===== config.mk =====
export PLATFORM = sky130hd
export DESIGN_NAME = amr_dev_flat
export DESIGN_NICKNAME = d
export VERILOG_FILES = /design/src/hw/amr_pkg.sv /design/src/hw/amr_bus_if.sv /design/src/hw/amr_dev.sv /design/src/hw/amr_enc_count.sv /design/src/flat_wrapper.sv
export SDC_FILE = /design/constraint.sdc
export NUM_CORES = 1
export LEC_CHECK = 0
export BUFFER_PORTS_ARGS = -buffer_cell sky130_fd_sc_hd__clkbuf_2
export CORE_MARGIN = 3
export CORE_UTILIZATION = 58
export DETAILED_ROUTE_END_ITERATION = 7
export PLACE_DENSITY = 0.82
export SETUP_SLACK_MARGIN = 0.4
export SLEW_MARGIN = 5
export SYNTH_ARGS = -nofsm -noshare
export SYNTH_HDL_FRONTEND = slang
export SYNTH_SLANG_ARGS = --single-unit

===== constraint.sdc =====
create_clock -name core_clk -period 6.8 [get_ports core_clk]
set_clock_uncertainty 0.2 [all_clocks]
set_input_delay 0.34 -clock core_clk [delete_from_list [all_inputs] [get_ports core_clk]]
set_output_delay 0.34 -clock core_clk [all_outputs]
set_load 0.1 [all_outputs]

===== src/hw/amr_pkg.sv =====
// package: register map, field positions, reset values and commands of the axis mode/status bank
package amr_pkg;

	// =========================================================
	// widths and register selects on the device data bus
	localparam int AMR_DW = 16;
	localparam int AMR_AW = 3;
	localparam logic [2:0] AMR_SEL_CMD    = 3'h0; // command write (low byte: code, bits 11:8 axis)
	localparam logic [2:0] AMR_SEL_MODE3  = 3'h3; // axis_mode_three
	localparam logic [2:0] AMR_SEL_GPXY   = 3'h4; // gp_output_xy
	localparam logic [2:0] AMR_SEL_GPZU   = 3'h5; // gp_output_zu
	localparam logic [2:0] AMR_SEL_DLOW   = 3'h6; // command_data_low
	localparam logic [2:0] AMR_SEL_DHIGH  = 3'h7; // command_data_high
	localparam logic [2:0] AMR_SEL_STATUS = 3'h0; // main_status (read)

	// =========================================================
	// axis_mode_three field positions
	localparam int AMR_M3_TYPE_LO   = 8;
	localparam int AMR_M3_TYPE_HI   = 9;
	localparam int AMR_M3_POLARITY  = 10;
	localparam int AMR_M3_SWAP      = 11;
	localparam int AMR_M3_LIMSWAP   = 12;
	localparam int AMR_M3_TRI_OFF   = 13;
	localparam int AMR_M3_TIMER_REP = 14;
	localparam int AMR_M3_RSVD      = 15;
	localparam logic [15:0] AMR_M3_RESET = 16'h0000;
	localparam logic [15:0] AMR_GP_RESET = 16'h0000;

	// encoder input types
	localparam logic [1:0] AMR_ENC_QUAD4 = 2'h0;
	localparam logic [1:0] AMR_ENC_QUAD2 = 2'h1;
	localparam logic [1:0] AMR_ENC_QUAD1 = 2'h2;
	localparam logic [1:0] AMR_ENC_UPDN  = 2'h3;

	// =========================================================
	// main_status field positions
	localparam int AMR_ST_DRV  = 0;
	localparam int AMR_ST_ERR  = 4;
	localparam int AMR_ST_ZONE = 8;
	localparam int AMR_ST_NEXT = 11;
	localparam int AMR_ST_SC   = 12;
	localparam logic [3:0] AMR_SC_FULL = 4'h8;

	// commands
	localparam logic [7:0] AMR_CMD_ERRCLR = 8'h79;
	localparam logic [7:0] AMR_CMD_NOP    = 8'h1f;
	localparam int AMR_CMD_AXIS_LSB = 8;
	localparam int AMR_RP_W = 32;

endpackage : amr_pkg


===== src/hw/amr_bus_if.sv =====
// interface: device data bus between host end and the register bank end
`timescale 1ns/1ps
interface amr_bus_if;
	logic [amr_pkg::AMR_AW-1:0] addr;
	logic [amr_pkg::AMR_DW-1:0] wdata;
	logic                       wr;
	logic                       rd;
	logic [amr_pkg::AMR_DW-1:0] rdata;

	modport dev  (input addr, input wdata, input wr, input rd, output rdata);
	modport host (output addr, output wdata, output wr, output rd, input rdata);
endinterface : amr_bus_if


===== src/hw/amr_dev.sv =====
// device end: mode, output, command data and main status registers
//
// Summary of operation
// - encoder type field picks one of four modes
// - quadrature: A leading counts up
// - quad evaluation counts all edges of both
// - double evaluation counts both edges of A
// - single: A rise with B low up, A fall down
// - up/down mode: pulses on separate inputs
// - polarity bit inverts inputs, negative counts falling
// - swap bit exchanges inputs, reversing count except in single mode
// - limit swap exchanges plus and minus limits
// - triangle prevention enabled when bit zero
// - timer bit: zero once, one repeat
// - mode register clears at reset, top bit zero
// - xy output register drives X and Y pins
// - zu output register drives Z and U pins
// - data word split low/high, any order
// - data two's complement, zero after reset
// - driving flags in status bits 3 to 0
// - error flag is OR of axis detail bits and subchip error
// - error cleared by clear command or drive start
// - quadrant shown in status bits 10 to 8
// - next-node bit while interpolating and stack count one to seven
// - stack count shown in status bits 15 to 12
// - mode register goes to last commanded axis
//
// The strobed register port and the address map were decided locally.
`timescale 1ns/1ps
module amr_dev (
	input  wire logic                         core_clk,
	input  wire logic                         rst_n,
	amr_bus_if.dev                            bus,
	input  wire logic [3:0]                   encoder_phase_a,
	input  wire logic [3:0]                   encoder_phase_b,
	input  wire logic [3:0]                   plus_limit_input,
	input  wire logic [3:0]                   minus_limit_input,
	input  wire logic [3:0]                   axis_driving_flag,
	input  wire logic [3:0]                   drive_start,
	input  wire logic [31:0]                  axis_error_detail,
	input  wire logic [3:0]                   subchip_error,
	input  wire logic [3:0]                   interp_active,
	input  wire logic [2:0]                   circle_quadrant,
	input  wire logic [3:0]                   stack_counter_value,
	output logic      [7:0]                   x_gp_pins,
	output logic      [7:0]                   y_gp_pins,
	output logic      [7:0]                   z_gp_pins,
	output logic      [7:0]                   u_gp_pins,
	output logic      [31:0]                  command_data_word,
	output logic      [3:0]                   axis_error_flag,
	output logic      [3:0]                   limit_plus_dir,
	output logic      [3:0]                   limit_minus_dir,
	output logic      [3:0]                   triangle_prevent_on,
	output logic      [3:0]                   timer_repeat_sel,
	output logic      [4*amr_pkg::AMR_RP_W-1:0] real_position_counter
);
	import amr_pkg::*;

	typedef struct packed {
		logic [3:0][15:0] mode3;
		logic [15:0]      gp_xy;
		logic [15:0]      gp_zu;
		logic [31:0]      cdata;
		logic [1:0]       axis;
		logic [3:0]       err;
		logic [3:0]       lp_s1;
		logic [3:0]       lp_s2;
		logic [3:0]       lm_s1;
		logic [3:0]       lm_s2;
		logic [15:0]      rdata;
	} amr_dev_st_t;

	amr_dev_st_t st_q;
	amr_dev_st_t st_d;
	logic [15:0] status;
	logic [3:0]  axis_sel;
	logic [3:0]  err_src;

	// =========================================================
	// status word assembled from live device state
	always_comb begin
		for (int i = 0; i < 4; i++) begin
			err_src[i] = |axis_error_detail[8*i +: 8] | subchip_error[i];
		end
		status = '0;
		status[AMR_ST_DRV +: 4]  = axis_driving_flag;
		status[AMR_ST_ERR +: 4]  = st_q.err;
		status[AMR_ST_ZONE +: 3] = circle_quadrant;
		status[AMR_ST_NEXT]      = (|interp_active) && (stack_counter_value != 4'h0)
			&& (stack_counter_value < AMR_SC_FULL);
		status[AMR_ST_SC +: 4]   = stack_counter_value;
	end

	// =========================================================
	// register writes, read capture and error flags
	always_comb begin
		st_d = st_q;
		axis_sel = bus.wdata[AMR_CMD_AXIS_LSB +: 4];
		if (bus.wr) begin
			case (bus.addr)
				AMR_SEL_CMD: begin // last commanded axis
					if (axis_sel[3])
						st_d.axis = 2'h3;
					else if (axis_sel[2])
						st_d.axis = 2'h2;
					else if (axis_sel[1])
						st_d.axis = 2'h1;
					else if (axis_sel[0])
						st_d.axis = 2'h0;
				end
				AMR_SEL_MODE3: begin // top bit forced to zero
					st_d.mode3[st_q.axis] = {1'b0, bus.wdata[14:0]};
				end
				AMR_SEL_GPXY: begin
					st_d.gp_xy = bus.wdata;
				end
				AMR_SEL_GPZU: begin
					st_d.gp_zu = bus.wdata;
				end
				AMR_SEL_DLOW: begin
					st_d.cdata[15:0] = bus.wdata;
				end
				AMR_SEL_DHIGH: begin
					st_d.cdata[31:16] = bus.wdata;
				end
				default: begin
					st_d.axis = st_q.axis;
				end
			endcase
		end
		// clear first so a same-cycle error still sets the flag
		for (int i = 0; i < 4; i++) begin
			if ((bus.wr && bus.addr == AMR_SEL_CMD && bus.wdata[7:0] == AMR_CMD_ERRCLR
				&& axis_sel[i]) || drive_start[i])
				st_d.err[i] = 1'b0;
			if (err_src[i])
				st_d.err[i] = 1'b1;
		end
		// limit inputs through two stages before use
		st_d.lp_s1 = plus_limit_input;
		st_d.lp_s2 = st_q.lp_s1;
		st_d.lm_s1 = minus_limit_input;
		st_d.lm_s2 = st_q.lm_s1;
		// unmapped read selects answer zero
		st_d.rdata = '0;
		if (bus.rd && bus.addr == AMR_SEL_STATUS)
			st_d.rdata = status;
	end

	always_ff @(posedge core_clk) begin
		if (!rst_n) begin
			st_q       <= '0;
			st_q.gp_xy <= AMR_GP_RESET;
			st_q.gp_zu <= AMR_GP_RESET;
		end else begin
			st_q <= st_d;
		end
	end

	// =========================================================
	// per-axis encoder counters
	for (genvar g = 0; g < 4; g++) begin : g_axis
		amr_enc_count u_enc (
			.core_clk              (core_clk),
			.rst_n                 (rst_n),
			.enc_type              ({st_q.mode3[g][AMR_M3_TYPE_HI], st_q.mode3[g][AMR_M3_TYPE_LO]}),
			.enc_pol               (st_q.mode3[g][AMR_M3_POLARITY]),
			.enc_swap              (st_q.mode3[g][AMR_M3_SWAP]),
			.in_a                  (encoder_phase_a[g]),
			.in_b                  (encoder_phase_b[g]),
			.real_position_counter (real_position_counter[g*AMR_RP_W +: AMR_RP_W])
		);
		// limit mapping after synchronisation
		assign limit_plus_dir[g]  = st_q.mode3[g][AMR_M3_LIMSWAP] ? st_q.lm_s2[g]
			: st_q.lp_s2[g];
		assign limit_minus_dir[g] = st_q.mode3[g][AMR_M3_LIMSWAP] ? st_q.lp_s2[g]
			: st_q.lm_s2[g];
		assign triangle_prevent_on[g] = ~st_q.mode3[g][AMR_M3_TRI_OFF];
		assign timer_repeat_sel[g]    = st_q.mode3[g][AMR_M3_TIMER_REP];
	end

	// =========================================================
	// outputs
	assign x_gp_pins         = st_q.gp_xy[7:0];
	assign y_gp_pins         = st_q.gp_xy[15:8];
	assign z_gp_pins         = st_q.gp_zu[7:0];
	assign u_gp_pins         = st_q.gp_zu[15:8];
	assign command_data_word = st_q.cdata;
	assign axis_error_flag   = st_q.err;
	assign bus.rdata         = st_q.rdata;

endmodule : amr_dev


===== src/hw/amr_enc_count.sv =====
// encoder decoder and real position counter for one axis
`timescale 1ns/1ps
module amr_enc_count (
	input  wire logic                         core_clk,
	input  wire logic                         rst_n,
	input  wire logic [1:0]                   enc_type,
	input  wire logic                         enc_pol,
	input  wire logic                         enc_swap,
	input  wire logic                         in_a,
	input  wire logic                         in_b,
	output logic      [amr_pkg::AMR_RP_W-1:0] real_position_counter
);
	import amr_pkg::*;

	typedef struct packed {
		logic [1:0]          a_s;  // [0] first stage, [1] second
		logic [1:0]          b_s;
		logic                a_p;
		logic                b_p;
		logic [AMR_RP_W-1:0] rp;
	} amr_enc_st_t;

	amr_enc_st_t st_q;
	amr_enc_st_t st_d;
	logic        a;
	logic        b;
	logic        a_r;
	logic        a_f;
	logic        b_r;
	logic        b_f;
	logic        up;
	logic        dn;

	// =========================================================
	// decode on second-stage samples only
	always_comb begin
		st_d = st_q;
		st_d.a_s = {st_q.a_s[0], in_a};
		st_d.b_s = {st_q.b_s[0], in_b};
		// swap then polarity; swap reverses direction in every type except AMR_ENC_QUAD1
		a = (enc_swap ? st_q.b_s[1] : st_q.a_s[1]) ^ enc_pol;
		b = (enc_swap ? st_q.a_s[1] : st_q.b_s[1]) ^ enc_pol;
		st_d.a_p = a;
		st_d.b_p = b;
		a_r = a & ~st_q.a_p;
		a_f = ~a & st_q.a_p;
		b_r = b & ~st_q.b_p;
		b_f = ~b & st_q.b_p;
		up = 1'b0;
		dn = 1'b0;
		case (enc_type)
			AMR_ENC_QUAD4: begin // a leads b counts up
				up = (a_r & ~b) | (a_f & b) | (b_r & a) | (b_f & ~a);
				dn = (a_r & b) | (a_f & ~b) | (b_r & ~a) | (b_f & a);
			end
			AMR_ENC_QUAD2: begin
				up = (a_r & ~b) | (a_f & b);
				dn = (a_r & b) | (a_f & ~b);
			end
			AMR_ENC_QUAD1: begin
				up = a_r & ~b;
				dn = a_f;
			end
			AMR_ENC_UPDN: begin // rising edge of active pulse
				up = a_r;
				dn = b_r;
			end
			default: begin
				up = 1'b0;
				dn = 1'b0;
			end
		endcase
		// simultaneous up and down cancel out
		if (up & ~dn)
			st_d.rp = st_q.rp + AMR_RP_W'(1);
		else if (dn & ~up)
			st_d.rp = st_q.rp - AMR_RP_W'(1);
	end

	always_ff @(posedge core_clk) begin
		if (!rst_n)
			st_q <= '0;
		else
			st_q <= st_d;
	end

	assign real_position_counter = st_q.rp;

endmodule : amr_enc_count


===== src/flat_wrapper.sv =====
// flat-port wrapper written by rule: the top's interface ports become plain ports
module amr_dev_flat import amr_pkg::*;
  (core_clk, rst_n, encoder_phase_a, encoder_phase_b, plus_limit_input, minus_limit_input, axis_driving_flag, drive_start, axis_error_detail, subchip_error, interp_active, circle_quadrant, stack_counter_value, x_gp_pins, y_gp_pins, z_gp_pins, u_gp_pins, command_data_word, axis_error_flag, limit_plus_dir, limit_minus_dir, triangle_prevent_on, timer_repeat_sel, real_position_counter, bus_addr, bus_wdata, bus_wr, bus_rd, bus_rdata);
  amr_bus_if bus_i ();
  input  wire logic core_clk;
  input  wire logic rst_n;
  input  wire logic [3:0] encoder_phase_a;
  input  wire logic [3:0] encoder_phase_b;
  input  wire logic [3:0] plus_limit_input;
  input  wire logic [3:0] minus_limit_input;
  input  wire logic [3:0] axis_driving_flag;
  input  wire logic [3:0] drive_start;
  input  wire logic [31:0] axis_error_detail;
  input  wire logic [3:0] subchip_error;
  input  wire logic [3:0] interp_active;
  input  wire logic [2:0] circle_quadrant;
  input  wire logic [3:0] stack_counter_value;
  output logic      [7:0] x_gp_pins;
  output logic      [7:0] y_gp_pins;
  output logic      [7:0] z_gp_pins;
  output logic      [7:0] u_gp_pins;
  output logic      [31:0] command_data_word;
  output logic      [3:0] axis_error_flag;
  output logic      [3:0] limit_plus_dir;
  output logic      [3:0] limit_minus_dir;
  output logic      [3:0] triangle_prevent_on;
  output logic      [3:0] timer_repeat_sel;
  output logic      [4*amr_pkg::AMR_RP_W-1:0] real_position_counter;
  input wire logic [$bits(bus_i.addr)-1:0] bus_addr;
  input wire logic [$bits(bus_i.wdata)-1:0] bus_wdata;
  input wire logic [$bits(bus_i.wr)-1:0] bus_wr;
  input wire logic [$bits(bus_i.rd)-1:0] bus_rd;
  output wire logic [$bits(bus_i.rdata)-1:0] bus_rdata;
  assign bus_i.addr = bus_addr;
  assign bus_i.wdata = bus_wdata;
  assign bus_i.wr = bus_wr;
  assign bus_i.rd = bus_rd;
  assign bus_rdata = bus_i.rdata;
  amr_dev u_core (.core_clk(core_clk), .rst_n(rst_n), .bus(bus_i), .encoder_phase_a(encoder_phase_a), .encoder_phase_b(encoder_phase_b), .plus_limit_input(plus_limit_input), .minus_limit_input(minus_limit_input), .axis_driving_flag(axis_driving_flag), .drive_start(drive_start), .axis_error_detail(axis_error_detail), .subchip_error(subchip_error), .interp_active(interp_active), .circle_quadrant(circle_quadrant), .stack_counter_value(stack_counter_value), .x_gp_pins(x_gp_pins), .y_gp_pins(y_gp_pins), .z_gp_pins(z_gp_pins), .u_gp_pins(u_gp_pins), .command_data_word(command_data_word), .axis_error_flag(axis_error_flag), .limit_plus_dir(limit_plus_dir), .limit_minus_dir(limit_minus_dir), .triangle_prevent_on(triangle_prevent_on), .timer_repeat_sel(timer_repeat_sel), .real_position_counter(real_position_counter));
endmodule

==> flow_summary.json <==
{
  "cap_viol_max_count": 0,
  "drcViolationCount": 0,
  "routed_wl_mm": 48.4,
  "final.setup.tns_ps": 0,
  "dieArea_um2": 34600,
  "layout.nets": 2637,
  "yosysWarnings": 0,
  "cts_root_buffer": "clkbuf_16",
  "avgSynthCellArea_um2": 8.10,
  "timing.final.hold_violations": 0,
  "coreArea_um2": 31700,
  "grt_first_pass_wirelength_mm": 77.2,
  "ant_nets": 0,
  "ctsHoldBuffers": 50,
  "cts_buffers": 34,
  "synth_nets": 2538,
  "ys_seq_area_share_pct": 30.1,
  "clock-sinks": 282,
  "start_util_pct": 59.2,
  "pin_count": 322,
  "critical_path_class": "reg2reg",
  "synthCells": 2316,
  "syn_area_um2": 18800,
  "max_slew_margin_pct": 14.2,
  "antenna_found_initial": 1,
  "rsz0062_at_grt": "false",
  "cts_htree_levels": 2,
  "drt-pass1-iter-count": 5,
  "yosysUniqueCellTypes": 78,
  "cts_resized": 0,
  "clkTransAtPathRegs_ps": 60,
  "status": "finished clean",
  "dieHeight_um": 186,
  "grt-ovfl-total": 0,
  "setup_violations": 0,
  "hold_path.class": "in2reg",
  "grt_pass1_vias": 15600,
  "vias_per_cell": 5.74,
  "synth_edf_count": 0,
  "finalCritPeriodShare_pct": 84.9,
  "post_cts_buffers": 0,
  "tightest_slew_ps": 1280,
  "synth-main-ff-cell": "dfxtp_1",
  "drt_iter0_drc": 1048,
  "cp-start-kind": "flop",
  "grtUsageTotal_pct": 26.9,
  "vias": 16300,
  "cts_buffer_depth": 3,
  "num_rows": 65,
  "die_w_um": 186,
  "hpwl_mm": 33.7,
  "wl_per_cell_um": 17.0,
  "period_minus_slack_ps": 5770,
  "ys_async_sr_fraction_pct": 0,
  "drive_gt1_share_pct": 17.0,
  "worstPathMaxFanout": 22,
  "cts_tree": "built",
  "endpoint_kind": "flop",
  "syn_to_final_growth_pct": 9.81,
  "arrival_ps": 5960,
  "n_antenna_cell": 0,
  "max_freq_mhz": 173,
  "grt_start_max_net_pins": 106,
  "gp_congestion": 0.919,
  "ys_seq_elements": 282,
  "insertion_delay_ps": 510,
  "worst-endpoint-required_ps": 6990,
  "maxSlewViolCount": 0,
  "io_buffer_count": 321
}
==> registers in the layout, summed over array words and instances (netlist names) <==
name,flops
u_core.command_data_word,32
u_core.g_axis.u_enc.st_d,8
u_core.bus.rdata,16
u_core.g_axis.u_enc.real_position_counter,128
u_core.g_axis.u_enc.st_q,16
u_core.x_gp_pins,8
u_core.u_gp_pins,8
u_core.y_gp_pins,8
u_core.z_gp_pins,8
u_core.st_q,34
u_core.axis_error_flag,4
u_core.st_d,8
u_core.timer_repeat_sel,4
==> layer usage <==
metal  wire (µm)  track usage [%]  share of wire, %  up-vias
met4        1960             11.8               4.1        2
met1       20200             33.8                42     7511
met2       22500             45.1                47      635
met3        3710             5.12               7.7      127
li1            -                -                 -     8041
met5          13                0             0.027        -
==> area by class of cell <==
| type | instances | area (µm²) |
|---|---|---|
| clock inverters | 15 | 250 |
| multi-input cells | 1660 | 10900 |
| well taps | 402 | 503 |
| inverters | 55 | 206 |
| clock buffers | 45 | 942 |
| flip-flops and latches | 282 | 5650 |
| fillers | 2645 | 11100 |
| repair buffers | 382 | 2200 |
==> layout by cell type (no fill, tap or decap), types with 56 or more instances in the layout <==
master | Yosys | routed
dfxtp_1 | 282 | 282
o21ai_0 | 177 | 177
xor2_1 | 56 | 56
a21o_1 | 64 | 64
nor2_1 | 75 | 75
ha_1 | 124 | 124
a21boi_0 | 69 | 69
and2_1 | 156 | 156
xnor2_1 | 62 | 62
nand2_1 | 296 | 296
a21oi_1 | 134 | 134
clkbuf_2 | 2 | 320
nor2b_1 | 58 | 58
==> path summary, 6_finish.rpt <==
kind / from / end / slack [ps] / depth (start not counted)
max: u_core.st_q[113] / flop / 1030 / 21
min: drive_start[1] / u_core.axis_error_flag[1] / 30 / 4
max reg2reg: u_core.st_q[113] / flop / 1030 / 21
min reg2reg: u_core.g_axis[1].u_enc.st_d[37] / u_core.g_axis[1].u_enc.st_q[37] / 230 / 1
==> cell families (layout without fill, tap and decap cells) <==
family / after synthesis / count (layout) / share of synthesized area, %
DFF: 282 / 282 / 30.1
AOI/OAI and AO/OA: 610 / 610 / 20.8
xor gates and xnor gates: 118 / 118 / 5.51
buffers and inverters: 374 / 497 / 12.1
adders and majority gates: 128 / 128 / 8.69
muxes: 49 / 49 / 2.68
and+or+nand+nor: 755 / 755 / 20.1
==> worst max-delay path, cell delays in order (launching register included) <==
cell and delay (ps):
dfxtp_1 380, mux2i_1 230, xor2_1 420, nor2_1 140, a21oi_1 170, nand2_1 70
o21ai_0 80, o22a_1 150, o32ai_1 80, ha_1 270, inv_1 640, ha_1 450
a21o_1 200, a21o_1 210, a2111oi_4 340, o31ai_1 140, a31o_2 290, o41ai_4 310
o21ai_2 140, a221oi_2 310, nor4b_1 90, a311o_1 350
==> stage by stage <==
step           util [%]  hold slack [ps]  cell area [µm²]  std cells  setup WS [ps]
2_1_floorplan         -              212            18800       2316           1660
3_3_place_gp       59.6              215            18900       2731           1340
3_5_place_dp       59.6              219            18900       2731           1080
4_1_cts            65.0             8.45            20600       2841           1090
5_1_grt            65.0             30.7            20600       2841            493
6_report           65.0             33.7            20600       2841           1030
==> synth_stat cells, drive strengths merged (39+ instances only) <==
master | instances | area share (%)
a21oi | 134 | 3.6
mux2i | 39 | 2.1
and2 | 156 | 5.2
nand3 | 42 | 1.1
dfxtp | 282 | 30
nor2b | 58 | 1.9
ha | 124 | 8.3
inv | 55 | 1.1
xor2 | 56 | 2.6
a21o | 66 | 2.7
a21boi | 69 | 2.8
nor2 | 75 | 1.5
nand2 | 296 | 5.9
o21ai | 183 | 4.9
xnor2 | 62 | 2.9
buf | 225 | 9.0
clkbuf | 94 | 2.1
Power is not shown: default switching activity piles up to over one toggle a cycle in this logic, so the estimate is an artifact.
